[src/hw/pio_pkg.sv]
// Package for the parallel handshake port: offsets, commands, config codes, carriers
package pio_pkg;
    // Local offsets within the eight-address block
    localparam logic [2:0] PIO_OFF_DATA0 = 3'h0;
    localparam logic [2:0] PIO_OFF_DATA1 = 3'h1;
    localparam logic [2:0] PIO_OFF_CTRL0 = 3'h6;
    localparam logic [2:0] PIO_OFF_CTRL1 = 3'h7;
    localparam logic [2:0] PIO_OFF_CFG = 3'h2;
    localparam logic [2:0] PIO_OFF_IRQST = 3'h3;
    localparam logic [2:0] PIO_OFF_IRQCLR = 3'h4;
    localparam logic [2:0] PIO_OFF_IRQEN = 3'h5;
    // Command bytes written to the control address
    localparam logic [7:0] PIO_CMD_CLR_OUT = 8'h20;
    localparam logic [7:0] PIO_CMD_CLR_IN = 8'h30;
    localparam logic [7:0] PIO_CMD_SET_OUT = 8'h60;
    // Status byte bit positions
    localparam int PIO_ST_OUTFLAG = 0;
    localparam int PIO_ST_INFLAG = 1;
    localparam int PIO_ST_ACK = 4;
    // Source codes for the configuration matrix
    localparam logic [2:0] PIO_SRC_LOW = 3'h0;
    localparam logic [2:0] PIO_SRC_ACK = 3'h1;
    localparam logic [2:0] PIO_SRC_ACK_INV = 3'h2;
    localparam logic [2:0] PIO_SRC_STB = 3'h3;
    localparam logic [2:0] PIO_SRC_STB_INV = 3'h4;
    localparam logic [2:0] PIO_SRC_HIGH = 3'h5;
    localparam logic [2:0] PIO_SRC_WPULSE = 3'h6;
    localparam logic [2:0] PIO_SRC_FREE = 3'h7;
    // Configuration register fields: five 3-bit selectors
    localparam int PIO_CFG_INCLK = 0;
    localparam int PIO_CFG_OUTCLK = 3;
    localparam int PIO_CFG_OE = 6;
    localparam int PIO_CFG_SPOUT = 9;
    localparam int PIO_CFG_SPIN = 12;
    localparam logic [14:0] PIO_CFG_RESET = {PIO_SRC_FREE, PIO_SRC_WPULSE, PIO_SRC_LOW,
                                             PIO_SRC_ACK, PIO_SRC_STB};
    // Free header lines idle high, so an active-low spare fed by one is driven active (low)
    localparam logic PIO_FREE_LEVEL = 1'b1;
    localparam logic PIO_FLAG_RESET = 1'b0;

    // Register bus request
    typedef struct packed {
        logic [2:0] addr;
        logic [7:0] wdata;
        logic wr;
        logic rd;
    } pio_bus_t;

    // Pins of the output connector
    typedef struct packed {
        logic [7:0] data;
        logic dataOe;
        logic flagN;
        logic spareN;
    } pio_outpins_t;

    // Pins of the input connector
    typedef struct packed {
        logic flagN;
        logic spareN;
    } pio_inpins_t;
endpackage : pio_pkg

[src/hw/pio_port.sv]
// Parallel input/output port with handshake flags and configuration matrix
`timescale 1ns/10ps
// Behaviour
// [RQ1] Input flag is set by an edge of a selectable source, normally strobe
// [RQ2] True and inverted input strobe are both selectable as input flag clock
// [RQ3] Output flag is set by an edge of a selectable source, normally acknowledge
// [RQ4] True and inverted acknowledge are both selectable as output flag clock
// [RQ5] Printer drives active-low acknowledge when ready or done with a byte
// [RQ6] Write pulse is high while host writes data to the output port
// [RQ7] Output latch drives data lines only while its selected enable is active
// [RQ8] Constant low and high are sources for every configurable control input
// [RQ9] Each connector has an active-low spare output fed by a selected source
// [RQ10] Reset config: enable low, true ack, write pulse spare, free spare, true strobe
// [RQ11] Input and output flags appear active low on their connectors
// [RQ12] Offsets 0 and 1: write loads output latch, read returns input byte
// [RQ13] Control commands 20h clear output, 30h clear input, 60h set output flag
// [RQ14] Output flag stays set after its edge until a host clear command
// [RQ15] Host reads both flags in the status byte at the control address
module pio_port (
    // Clock and reset
    input wire logic clk,
    input wire logic rst,
    // Register bus, with the output connector pins
    input wire pio_pkg::pio_bus_t bus,
    output pio_pkg::pio_outpins_t outPins,
    output logic [7:0] rdata,
    // Input connector
    input wire logic [7:0] inData,
    input wire logic inStrobe,
    output pio_pkg::pio_inpins_t inPins,
    // Output connector acknowledge, active low
    input wire logic ackN,
    // Interrupt
    output logic irq
);
    import pio_pkg::*;

    // Flag clocks are sampled on clk, not used as clocks: the matrix can hand a flag
    // the host write pulse or a constant, neither a clean clock, and one domain
    // keeps every flag, status bit and pin in step

    // Source selection shared by all matrix inputs
    function automatic logic pickSrc(input logic [2:0] sel, input logic ack,
                                     input logic stb, input logic wp);
        unique case (sel)
            PIO_SRC_LOW: pickSrc = 1'b0; // [RQ8]
            PIO_SRC_HIGH: pickSrc = 1'b1; // [RQ8]
            PIO_SRC_ACK: pickSrc = ack; // [RQ4]
            PIO_SRC_ACK_INV: pickSrc = ~ack; // [RQ4]
            PIO_SRC_STB: pickSrc = stb; // [RQ2]
            PIO_SRC_STB_INV: pickSrc = ~stb; // [RQ2]
            PIO_SRC_WPULSE: pickSrc = wp;
            PIO_SRC_FREE: pickSrc = PIO_FREE_LEVEL;
        endcase
    endfunction : pickSrc

    // Offset decode for the strobe logic; the read multiplexer decodes offsets in its own case
    // Each returns one bit so the callers read as plain conditions
    function automatic logic isDataOff(input logic [2:0] a);
        isDataOff = (a == PIO_OFF_DATA0) || (a == PIO_OFF_DATA1);
    endfunction : isDataOff

    // Offsets 6 and 7 both reach the control and status byte
    function automatic logic isCtrlOff(input logic [2:0] a);
        isCtrlOff = (a == PIO_OFF_CTRL0) || (a == PIO_OFF_CTRL1);
    endfunction : isCtrlOff

    // Synchronised pins
    logic [1:0] stbSync_reg;
    logic [1:0] ackSync_reg;
    logic [7:0] inSync1_reg;
    logic [7:0] inSync2_reg;
    // Host-visible state
    logic [14:0] cfg_reg;
    logic [7:0] latch_reg;
    logic inFlag_reg;
    logic outFlag_reg;
    logic inClkPrev_reg;
    logic outClkPrev_reg;
    logic [1:0] irqSt_reg;
    logic [1:0] irqEn_reg;
    // Combinational decode
    logic [7:0] rdata_next;
    logic ackLine;
    logic wPulse;
    logic inClk;
    logic outClk;
    logic inEdge;
    logic outEdge;
    logic ctrlWr;
    logic ctrlAddr;
    // Decoded strobes and commands
    logic cfgWr;
    logic [14:0] cfgWord;
    logic irqClrWr;
    logic irqEnWr;
    logic cmdClrOut;
    logic cmdClrIn;
    logic cmdSetOut;
    // Matrix picks for the latch enable and spares
    logic oeSrc;
    logic spOutSrc;
    logic spInSrc;
    // Connector pin flip-flops
    logic [7:0] outData_reg;
    logic dataOe_reg;
    logic outFlagN_reg;
    logic inFlagN_reg;
    logic outSpareN_reg;
    logic inSpareN_reg;

    // Pins are asynchronous to clk, two stages before any use
    // A pin may change anywhere in the cycle; only the second stage is read
    always_ff @(posedge clk or posedge rst)
    begin
        if (rst)
        begin
            stbSync_reg <= 2'h0;
            ackSync_reg <= 2'h3;
            inSync1_reg <= 8'h00;
            inSync2_reg <= 8'h00;
        end
        else
        begin
            stbSync_reg <= {stbSync_reg[0], inStrobe};
            ackSync_reg <= {ackSync_reg[0], ackN};
            inSync1_reg <= inData;
            inSync2_reg <= inSync1_reg;
        end
    end

    // Acknowledge as a true-high ready level; the printer drives it low when ready
    assign ackLine = ~ackSync_reg[1]; // [RQ5]
    // Host strobe decode
    assign ctrlAddr = isCtrlOff(bus.addr);
    assign ctrlWr = bus.wr && ctrlAddr;
    assign wPulse = bus.wr && isDataOff(bus.addr); // [RQ6]
    // Register strobes, one per writable offset
    assign cfgWr = bus.wr && (bus.addr == PIO_OFF_CFG);
    assign irqClrWr = bus.wr && (bus.addr == PIO_OFF_IRQCLR);
    assign irqEnWr = bus.wr && (bus.addr == PIO_OFF_IRQEN);
    // Flag commands; any other control byte falls through and is ignored
    assign cmdClrOut = ctrlWr && (bus.wdata == PIO_CMD_CLR_OUT); // [RQ13]
    assign cmdClrIn = ctrlWr && (bus.wdata == PIO_CMD_CLR_IN); // [RQ13]
    assign cmdSetOut = ctrlWr && (bus.wdata == PIO_CMD_SET_OUT); // [RQ13]
    // Flag clocks through the matrix, then a rising-edge detect on clk
    assign inClk = pickSrc(cfg_reg[PIO_CFG_INCLK +: 3], ackLine, stbSync_reg[1], wPulse); // [RQ1]
    assign outClk = pickSrc(cfg_reg[PIO_CFG_OUTCLK +: 3], ackLine, stbSync_reg[1], wPulse); // [RQ3]
    assign inEdge = inClk && !inClkPrev_reg;
    assign outEdge = outClk && !outClkPrev_reg;
    // One byte feeds all fifteen selector bits: the byte, then its seven low bits again
    assign cfgWord = {bus.wdata[6:0], bus.wdata[7:0]};

    // Configuration matrix register; reset gives the shipped wiring.
    // An all-zero write is dropped, since it would tie every selector low at once
    always_ff @(posedge clk or posedge rst)
    begin
        if (rst)
            cfg_reg <= PIO_CFG_RESET; // [RQ10]
        else if (cfgWr && (cfgWord != 15'h0000))
            cfg_reg <= cfgWord;
    end

    // Output latch; loaded by a data write
    // A later write simply overwrites, so the printer must take each byte in time
    always_ff @(posedge clk or posedge rst)
    begin
        if (rst)
            latch_reg <= 8'h00;
        else if (wPulse)
            latch_reg <= bus.wdata; // [RQ12]
    end

    // Previous flag clock levels for rising-edge detection; reset high so a
    // source already high at release does not count as an edge
    always_ff @(posedge clk or posedge rst)
    begin
        if (rst)
        begin
            inClkPrev_reg <= 1'b1;
            outClkPrev_reg <= 1'b1;
        end
        else
        begin
            inClkPrev_reg <= inClk;
            outClkPrev_reg <= outClk;
        end
    end

    // Input flag: edge sets, command clears; set wins a tie so no byte is lost
    // Software reads the byte before clearing, so a late clear never hides a key
    always_ff @(posedge clk or posedge rst)
    begin
        if (rst)
            inFlag_reg <= PIO_FLAG_RESET;
        else if (inEdge)
            inFlag_reg <= 1'b1; // [RQ1]
        else if (cmdClrIn)
            inFlag_reg <= 1'b0; // [RQ13]
    end

    // Output flag: sticky after its edge until the host clears it
    // The set command shares the set branch, so it also beats a clear
    always_ff @(posedge clk or posedge rst)
    begin
        if (rst)
            outFlag_reg <= PIO_FLAG_RESET;
        else if (outEdge || cmdSetOut)
            outFlag_reg <= 1'b1; // [RQ14] [RQ13]
        else if (cmdClrOut)
            outFlag_reg <= 1'b0; // [RQ13]
    end

    // Interrupt status: sticky on flag-setting edges, set beats clear
    // A clear write masks only the bits it names
    always_ff @(posedge clk or posedge rst)
    begin
        if (rst)
            irqSt_reg <= 2'h0;
        else
            irqSt_reg <= {outEdge, inEdge} |
                         (irqSt_reg & ~(irqClrWr ? bus.wdata[1:0] : 2'h0));
    end

    // Interrupt enable register, written whole
    always_ff @(posedge clk or posedge rst)
    begin
        if (rst)
            irqEn_reg <= 2'h0;
        else if (irqEnWr)
            irqEn_reg <= bus.wdata[1:0];
    end

    // Level interrupt; lags the status by one cycle and drops with it
    always_ff @(posedge clk or posedge rst)
    begin
        if (rst)
            irq <= 1'b0;
        else
            irq <= |(irqSt_reg & irqEn_reg);
    end

    // Read multiplexer; result stands in the cycle after the strobe
    // Zero unless a read was taken, so idle cycles return zero
    always_comb
    begin
        rdata_next = 8'h00;
        if (bus.rd)
        begin
            unique case (bus.addr)
                PIO_OFF_DATA0, PIO_OFF_DATA1: rdata_next = inSync2_reg; // [RQ12]
                PIO_OFF_CTRL0, PIO_OFF_CTRL1:
                begin
                    rdata_next[PIO_ST_OUTFLAG] = outFlag_reg; // [RQ15]
                    rdata_next[PIO_ST_INFLAG] = inFlag_reg; // [RQ15]
                    rdata_next[PIO_ST_ACK] = ackLine;
                end
                PIO_OFF_CFG: rdata_next = cfg_reg[7:0];
                PIO_OFF_IRQST: rdata_next = {6'h00, irqSt_reg};
                PIO_OFF_IRQEN: rdata_next = {6'h00, irqEn_reg};
                PIO_OFF_IRQCLR: rdata_next = 8'h00;
            endcase
        end
    end

    // Every pin below is a flip-flop so nothing combinational reaches a connector
    // Matrix picks for the latch enable and the two spare lines
    assign oeSrc = pickSrc(cfg_reg[PIO_CFG_OE +: 3], ackLine, stbSync_reg[1], wPulse); // [RQ7]
    assign spOutSrc = pickSrc(cfg_reg[PIO_CFG_SPOUT +: 3], ackLine, stbSync_reg[1], wPulse);
    assign spInSrc = pickSrc(cfg_reg[PIO_CFG_SPIN +: 3], ackLine, stbSync_reg[1], wPulse);

    // Read data register; stands for one cycle only
    always_ff @(posedge clk or posedge rst)
    begin
        if (rst)
            rdata <= 8'h00;
        else
            rdata <= rdata_next;
    end

    // Data pins follow the latch one cycle later
    always_ff @(posedge clk or posedge rst)
    begin
        if (rst)
            outData_reg <= 8'h00;
        else
            outData_reg <= latch_reg; // [RQ12]
    end

    // Enable input is active low: a low source keeps the latch driving
    // A selected pulse source makes the data lines blink, which is the user's choice
    always_ff @(posedge clk or posedge rst)
    begin
        if (rst)
            dataOe_reg <= 1'b1;
        else
            dataOe_reg <= !oeSrc; // [RQ7]
    end

    // Output flag on its connector, active low
    always_ff @(posedge clk or posedge rst)
    begin
        if (rst)
            outFlagN_reg <= 1'b1;
        else
            outFlagN_reg <= !outFlag_reg; // [RQ11]
    end

    // Input flag on its connector, active low
    always_ff @(posedge clk or posedge rst)
    begin
        if (rst)
            inFlagN_reg <= 1'b1;
        else
            inFlagN_reg <= !inFlag_reg; // [RQ11]
    end

    // Output spare inverts its source so a high source asserts it
    // With the write pulse selected it gives the printer a one-cycle strobe
    always_ff @(posedge clk or posedge rst)
    begin
        if (rst)
            outSpareN_reg <= 1'b1;
        else
            outSpareN_reg <= !spOutSrc; // [RQ9]
    end

    // Input spare, same inversion as the output spare
    always_ff @(posedge clk or posedge rst)
    begin
        if (rst)
            inSpareN_reg <= 1'b1;
        else
            inSpareN_reg <= !spInSrc; // [RQ9]
    end

    // Connector carriers gathered straight from the flip-flops above
    // Plain wiring only, so each pin keeps its own flip-flop timing
    assign outPins = '{data: outData_reg, dataOe: dataOe_reg, flagN: outFlagN_reg,
                       spareN: outSpareN_reg};
    assign inPins = '{flagN: inFlagN_reg, spareN: inSpareN_reg};
endmodule : pio_port

[config.mk]
export PLATFORM = sky130hd
export DESIGN_NAME = pio_port
export DESIGN_NICKNAME = d
export VERILOG_FILES = /design/src/hw/pio_pkg.sv /design/src/hw/pio_port.sv
export SDC_FILE = /design/constraint.sdc
export NUM_CORES = 1
export LEC_CHECK = 0
export ABC_AREA = 0
export BUFFER_PORTS_ARGS = -buffer_cell sky130_fd_sc_hd__buf_2
export CAP_MARGIN = 20
export CORE_MARGIN = 1
export CORE_UTILIZATION = 55
export DETAILED_ROUTE_END_ITERATION = 6
export PLACE_DENSITY_LB_ADDON = 0.12
export SETUP_SLACK_MARGIN = 0.2
export SLEW_MARGIN = 20
export SYNTH_ARGS = -nofsm -noshare
export SYNTH_HDL_FRONTEND = slang
export SYNTH_SLANG_ARGS = --single-unit
[constraint.sdc]
create_clock -name clk -period 2.5 [get_ports clk]
set_input_delay 0.5 -clock clk [delete_from_list [all_inputs] [get_ports clk]]
set_output_delay 0.5 -clock clk [all_outputs]
set_load 0.1 [all_outputs]
==> flow_summary.yaml, run 1 <==
run_status:
  status: "complete, no violations"
power_and_ir_drop:
  irDropWorstVdd_uv: 550.5
  p_leak_uw: 0.001509
  power.density_nw_per_um2: 931.6
floorplanning:
  num_rows: 25
  core_um2: 4848
  die_w_um: 74.13
  die_height_um: 74.13
  die_area_um2: 5495
  initial_core_util_pct: 59.02
  io_pins: 47
clocking:
  cts_tree: "yes"
  clock_sinks: 72
  clockRootBuffer: "clkbuf_8"
  hold_buffers: 0
  ctsHtreeMaxLevel: 3
  cts-buffers-inserted: 9
  clk_latency_ns: 0.33
  cts_resized: 0
  cts_setup_buffers: 0
  clk_path_buf_depth: 2
  clk_pin_slew_ns: 0.07
critical_path:
  cp_num_buf_inv: 1
  path_max_fanout: 14
  r2r_cells: 4
  reg2reg_to: "irqSt_reg[0]"
  worstSetupStartpointType: "input port"
  timing_worst_setup_path_type: "in2reg"
  crit_path_cell_trace: "buf_2, or4_1, nor2_4, nor4_4, mux2_1"
  arrival_ns: 2.08
  critPathCaptureType: "flop"
  cpPeakStageDelay_ns: 0.83
  worst_path_max_delay_cell: "nor4_4"
  cp_top_family: "simple AND/OR/NAND/NOR gates"
  reg2reg_slack_ns: 0.88
  cp.required_ns: 2.76
  reg2reg_from: "ackSync_reg[1]"
drt:
  first_iter_violations: 85
  totalWireLength_um: 4907
  ant_nets: 0
  via_per_inst: 5.272
  wl_per_cell_um: 14.69
  drcViolationCount: 0
  dr.pass1.iters: 4
  vias: 1761
timing:
  setup_violations: 0
  slew_headroom_pct: 25.64
  clock_skew_ns: 0.007770
  tns_ns: 0
  fin_crit_sh_pct: 73.00
  period_needed_ns: 1.825
  finalMaxSlewViolations: 0
  timing.fmax_mhz: 547.9
  rsz0062_at_grt: "no"
  hold_viol: 0
  worst_slew_pin_slew_ns: 1.107
placed_design:
  dp_hpwl_um: 3243
  placed_cells: 319
  io_buffers: 46
  gp_congestion: 0.7686
yosys:
  yosysWarnings: 0
  synth_compound_area_share_pct: 8.964
  synth_enable_flop_cells: 0
  avgSynthCellArea_um2: 13.25
  async_flop_share_pct: 100.0
  synthesis.nets: 241
  ys_types: 43
  synth_xor_area_share_pct: 0
  synthFlopType: "dfrtp_1"
  synth_mux_area_share_pct: 12.24
  seq_area_frac_synth_pct: 63.66
  yosys.area_share.simple_pct: 11.46
  synth_top_family_by_area: "multiplexers"
  synth_seq_cells: 72
  synthCells: 216
  synth_fa_ha_area_share_pct: 0
  netlist_area_um2: 2861
finish:
  num_antenna_cells: 0
  most-common-layout-cells: "dfrtp_1, buf_2, dfstp_2"
  drive_gt1_share_pct: 36.70
  fin_nets: 288
  largest_reg_flops: 14
  stdcell_count: 334
  areaGrowthSynthToFinish_pct: 15.44
  final_common_cell: "dfrtp_1"
global_routing:
  grt.total_usage_pct: 19.92
  grt_antenna_before_repair: 0
  grt_max_degree: 73
  grt_pass1_wl_um: 7824
  grt.overflow.total: 0
  grt_pass1_vias: 1621
job:
  drv_cap: 0
hold_path:
  hold_path_class: "in2async"
cell families (layout without fill, tap and decap cells):
group / count (synthesis) / count (layout)
muxes: 28 / 28
buffers and inverters: 21 / 72
DFF: 72 / 72
and+or+nand+nor: 57 / 57
AOI/OAI and AO/OA: 38 / 38
power by group:
part	internal, uW	switching, uW
combinational	226	578
sequential	1380	118
clock	409	372
layer usage:
| metal | global-route usage, % | wire length [um] |
|---|---|---|
| met4 | 11.75 | 27 |
| met5 | 0 | 0 |
| met2 | 29.90 | 2294 |
| met1 | 27.03 | 2397 |
| met3 | 4.065 | 188 |
worst reg2reg max path, cell delays in order, from the launching register on:
cell       delay, ns
dfstp_2         0.69
mux2_2          0.37
a2bb2oi_1       0.20
o211a_1         0.21
a21o_1          0.10
cell usage after synthesis, types with 2 or more instances:
| cell type | count | area [um2] |
|---|---|---|
| a21o_1 | 2 | 15.01 |
| nand2b_1 | 10 | 62.56 |
| a22o_1 | 3 | 26.28 |
| mux2_4 | 10 | 150.1 |
| o22ai_1 | 2 | 12.51 |
| o31ai_1 | 2 | 15.01 |
| mux2_2 | 7 | 78.83 |
| nand2_1 | 11 | 41.29 |
| dfrtp_1 | 56 | 1401 |
| nor2_1 | 14 | 52.55 |
| nor3_1 | 2 | 10.01 |
| nor3b_1 | 2 | 15.01 |
| nor2b_1 | 5 | 31.28 |
| buf_4 | 5 | 37.54 |
| clkbuf_1 | 7 | 26.28 |
| a31oi_1 | 4 | 25.02 |
| nand3b_1 | 5 | 37.54 |
| dfstp_2 | 16 | 420.4 |
| a21oi_1 | 13 | 65.06 |
| inv_1 | 8 | 30.03 |
| mux2i_1 | 2 | 20.02 |
| mux2_1 | 9 | 101.4 |
how the worst max path moves through the flow:
stage | start | end | slack, ns | cells after the start
3_5_place_dp | bus[6] | cfg_reg[1] | 0.33 | 5
5_1_grt | bus[6] | cfg_reg[1] | 0.60 | 5
2_1_floorplan | rst | cfg_reg[2] | 0.20 | 1
6_report | bus[6] | cfg_reg[14] | 0.68 | 5
4_1_cts | bus[6] | cfg_reg[14] | 0.68 | 5
3_3_place_gp | bus[12] | cfg_reg[8] | 0.36 | 3
metrics by stage:
step           utilization [%]  setup slack (ns)  cell area (um2)  hold slack [ns]  power [uW]
6_report                 68.13            0.6750             3303           0.2337        3077
5_1_grt                  68.13            0.6019             3303           0.2477        3203
4_1_cts                  68.13            0.6830             3303           0.2436        3107
3_5_place_dp             64.67            0.3300             3136           0.3347        2320
3_3_place_gp             64.67            0.3622             3136           0.3320        2304
2_1_floorplan                -            0.2016             2861           0.3312        2179
cell type report:
type | instances | area (um2)
tap | 67 | 83.83
inverter | 8 | 30.03
clock inverter | 1 | 5.005
multi-input combinational | 123 | 934.6
clock buffer | 14 | 162.7
timing repair buffer | 49 | 265.3
fill | 360 | 1545
sequential | 72 | 1822
(Power assumes the default switching activity.)
==> run 2: changes to the inputs <==
==> constraint.sdc (replaced) <==
create_clock -name clk -period 1.7 [get_ports clk]
set_input_delay 0.34 -clock clk [delete_from_list [all_inputs] [get_ports clk]]
set_output_delay 0.34 -clock clk [all_outputs]
set_load 0.1 [all_outputs]
==> run 2 against run 1 <==
Effect of this change:
- non-clock buffer count grew 19
- clock skew is essentially flat
- clock-buffer cell count is the same
- utilization grew 4.6 points
- clock power grew 69%
- combinational power grew 61%
- sequential power grew 48%
- wire length grew 12%
- via count grew 4.9%
==> flow_summary.yaml, run 2 (same netlist as run 1, synthesis figures left out) <==
timing:
  worst_slew_pin_slew_ns: 0.4892
  fin_crit_sh_pct: 86.79
  clock_skew_ns: 0.007515
  slew_headroom_pct: 67.61
  hold_viol: 0
  hold_ws_ns: 0.08483
  rsz0062_at_grt: "no"
  finalMaxSlewViolations: 0
  setup_violations: 0
  timing.fmax_mhz: 677.8
  period_needed_ns: 1.475
floorplanning:
  die_height_um: 74.13
  die_area_um2: 5495
  die_w_um: 74.13
  initial_core_util_pct: 59.02
  core_um2: 4848
  num_rows: 25
  io_pins: 47
placed_design:
  gp_congestion: 0.8487
  dp_hpwl_um: 3696
  io_buffers: 46
  placed_cells: 333
  placed_area_um2: 3257
job:
  drv_cap: 0
power_and_ir_drop:
  power_uw: 4811
  irDropWorstVdd_uv: 801.2
  power.density_nw_per_um2: 1364
  p_leak_uw: 0.001631
drt:
  via_per_inst: 5.220
  vias: 1848
  ant_nets: 0
  wl_per_cell_um: 15.52
  drcViolationCount: 0
  first_iter_violations: 153
  dr.pass1.iters: 4
  totalWireLength_um: 5493
global_routing:
  grt_use_met3_pct: 6.775
  grt_pass1_vias: 1863
  met1_usage_pct: 31.27
  use_met2_pct: 35.56
  grt_pass1_wl_um: 9004
  busiest_layer: "met2"
  grt_antenna_before_repair: 0
  grt.overflow.total: 0
  grt_max_degree: 73
  grt.total_usage_pct: 23.14
clocking:
  cts-buffers-inserted: 9
  ctsHtreeMaxLevel: 3
  cts_tree: "yes"
  clockRootBuffer: "clkbuf_8"
  clk_latency_ns: 0.34
  clock_sinks: 72
  hold_buffers: 0
  clk_pin_slew_ns: 0.07
  clk_path_buf_depth: 2
finish:
  finalInstanceArea_um2: 3528
  most-common-layout-cells: "dfrtp_1, buf_2, buf_4"
  num_antenna_cells: 0
  final_common_cell: "dfrtp_1"
  final_core_util_pct: 72.77
  stdcell_count: 354
  largest_reg_flops: 14
  areaGrowthSynthToFinish_pct: 23.31
  drive_gt1_share_pct: 43.21
  fin_nets: 307
hold_path:
  hold_path_class: "in2async"
critical_path:
  worstSetupStartpointType: "input port"
  timing_worst_setup_path_type: "in2reg"
  cp.required_ns: 1.92
  arrival_ns: 1.70
  path_max_fanout: 7
  critPathCaptureType: "flop"
run_status:
  status: "complete, no violations"
==> run 2: worst paths after layout <==
path | from | to | slack, ns | depth (start not counted)
max | bus[6] | cfg_reg[2] | 0.22 | 6
max reg2reg | cfg_reg[11] | outFlag_reg | 0.27 | 4
min | rst | inSync1_reg[1] | 0.08 | 3
min reg2reg | stbSync_reg[0] | stbSync_reg[1] | 0.35 | 0
min in group clk | ackN | ackSync_reg[0] | 0.09 | 1
max in group asynchronous | rst | cfg_reg[1] | 1.27 | 3
==> run 2: worst max-delay path: stages <==
cell	delay, ns
buf_2	0.11
or4_4	0.57
nor2_4	0.15
nor4_4	0.06
buf_4	0.17
mux2_4	0.30
==> run 2: layout make-up <==
cell class,count,area [um2]
sequential,72,1822
fill,323,1320
multi-input combinational,123,947.2
timing repair buffer,68,439.2
clock buffer,14,192.7
tap,67,83.83
inverter,8,33.78
clock inverter,2,10.01
==> run 2: report_power, final <==
| part | switching [uW] | internal (uW) |
|---|---|---|
| combinational | 879 | 410 |
| sequential | 175 | 2020 |
| clock | 600 | 725 |
==> run 2: through the flow <==
| stage | setup slack, ns | TNS (ns) |
|---|---|---|
| floorplan | 0.07999 | 0 |
| global placement | -0.2514 | -3.401 |
| detailed placement | -0.2628 | -3.666 |
| CTS | 0.1973 | 0 |
| global route | 0.2103 | 0 |
| finish | 0.2246 | 0 |
==> run 2: metal layers <==
| metal | vias up | part of all wire (%) |
|---|---|---|
| met3 | 7 | 4.5 |
| met4 | 0 | 1.3 |
| met2 | 46 | 48 |
| met5 | - | 0 |
| li1 | 880 | - |
| met1 | 915 | 46 |
==> run 2: what timing repair did <==
action                     CTS  global route
pin swaps                    1             0
gates resized for setup      5             5
setup endpoints to repair   20             5
setup buffers                5             0
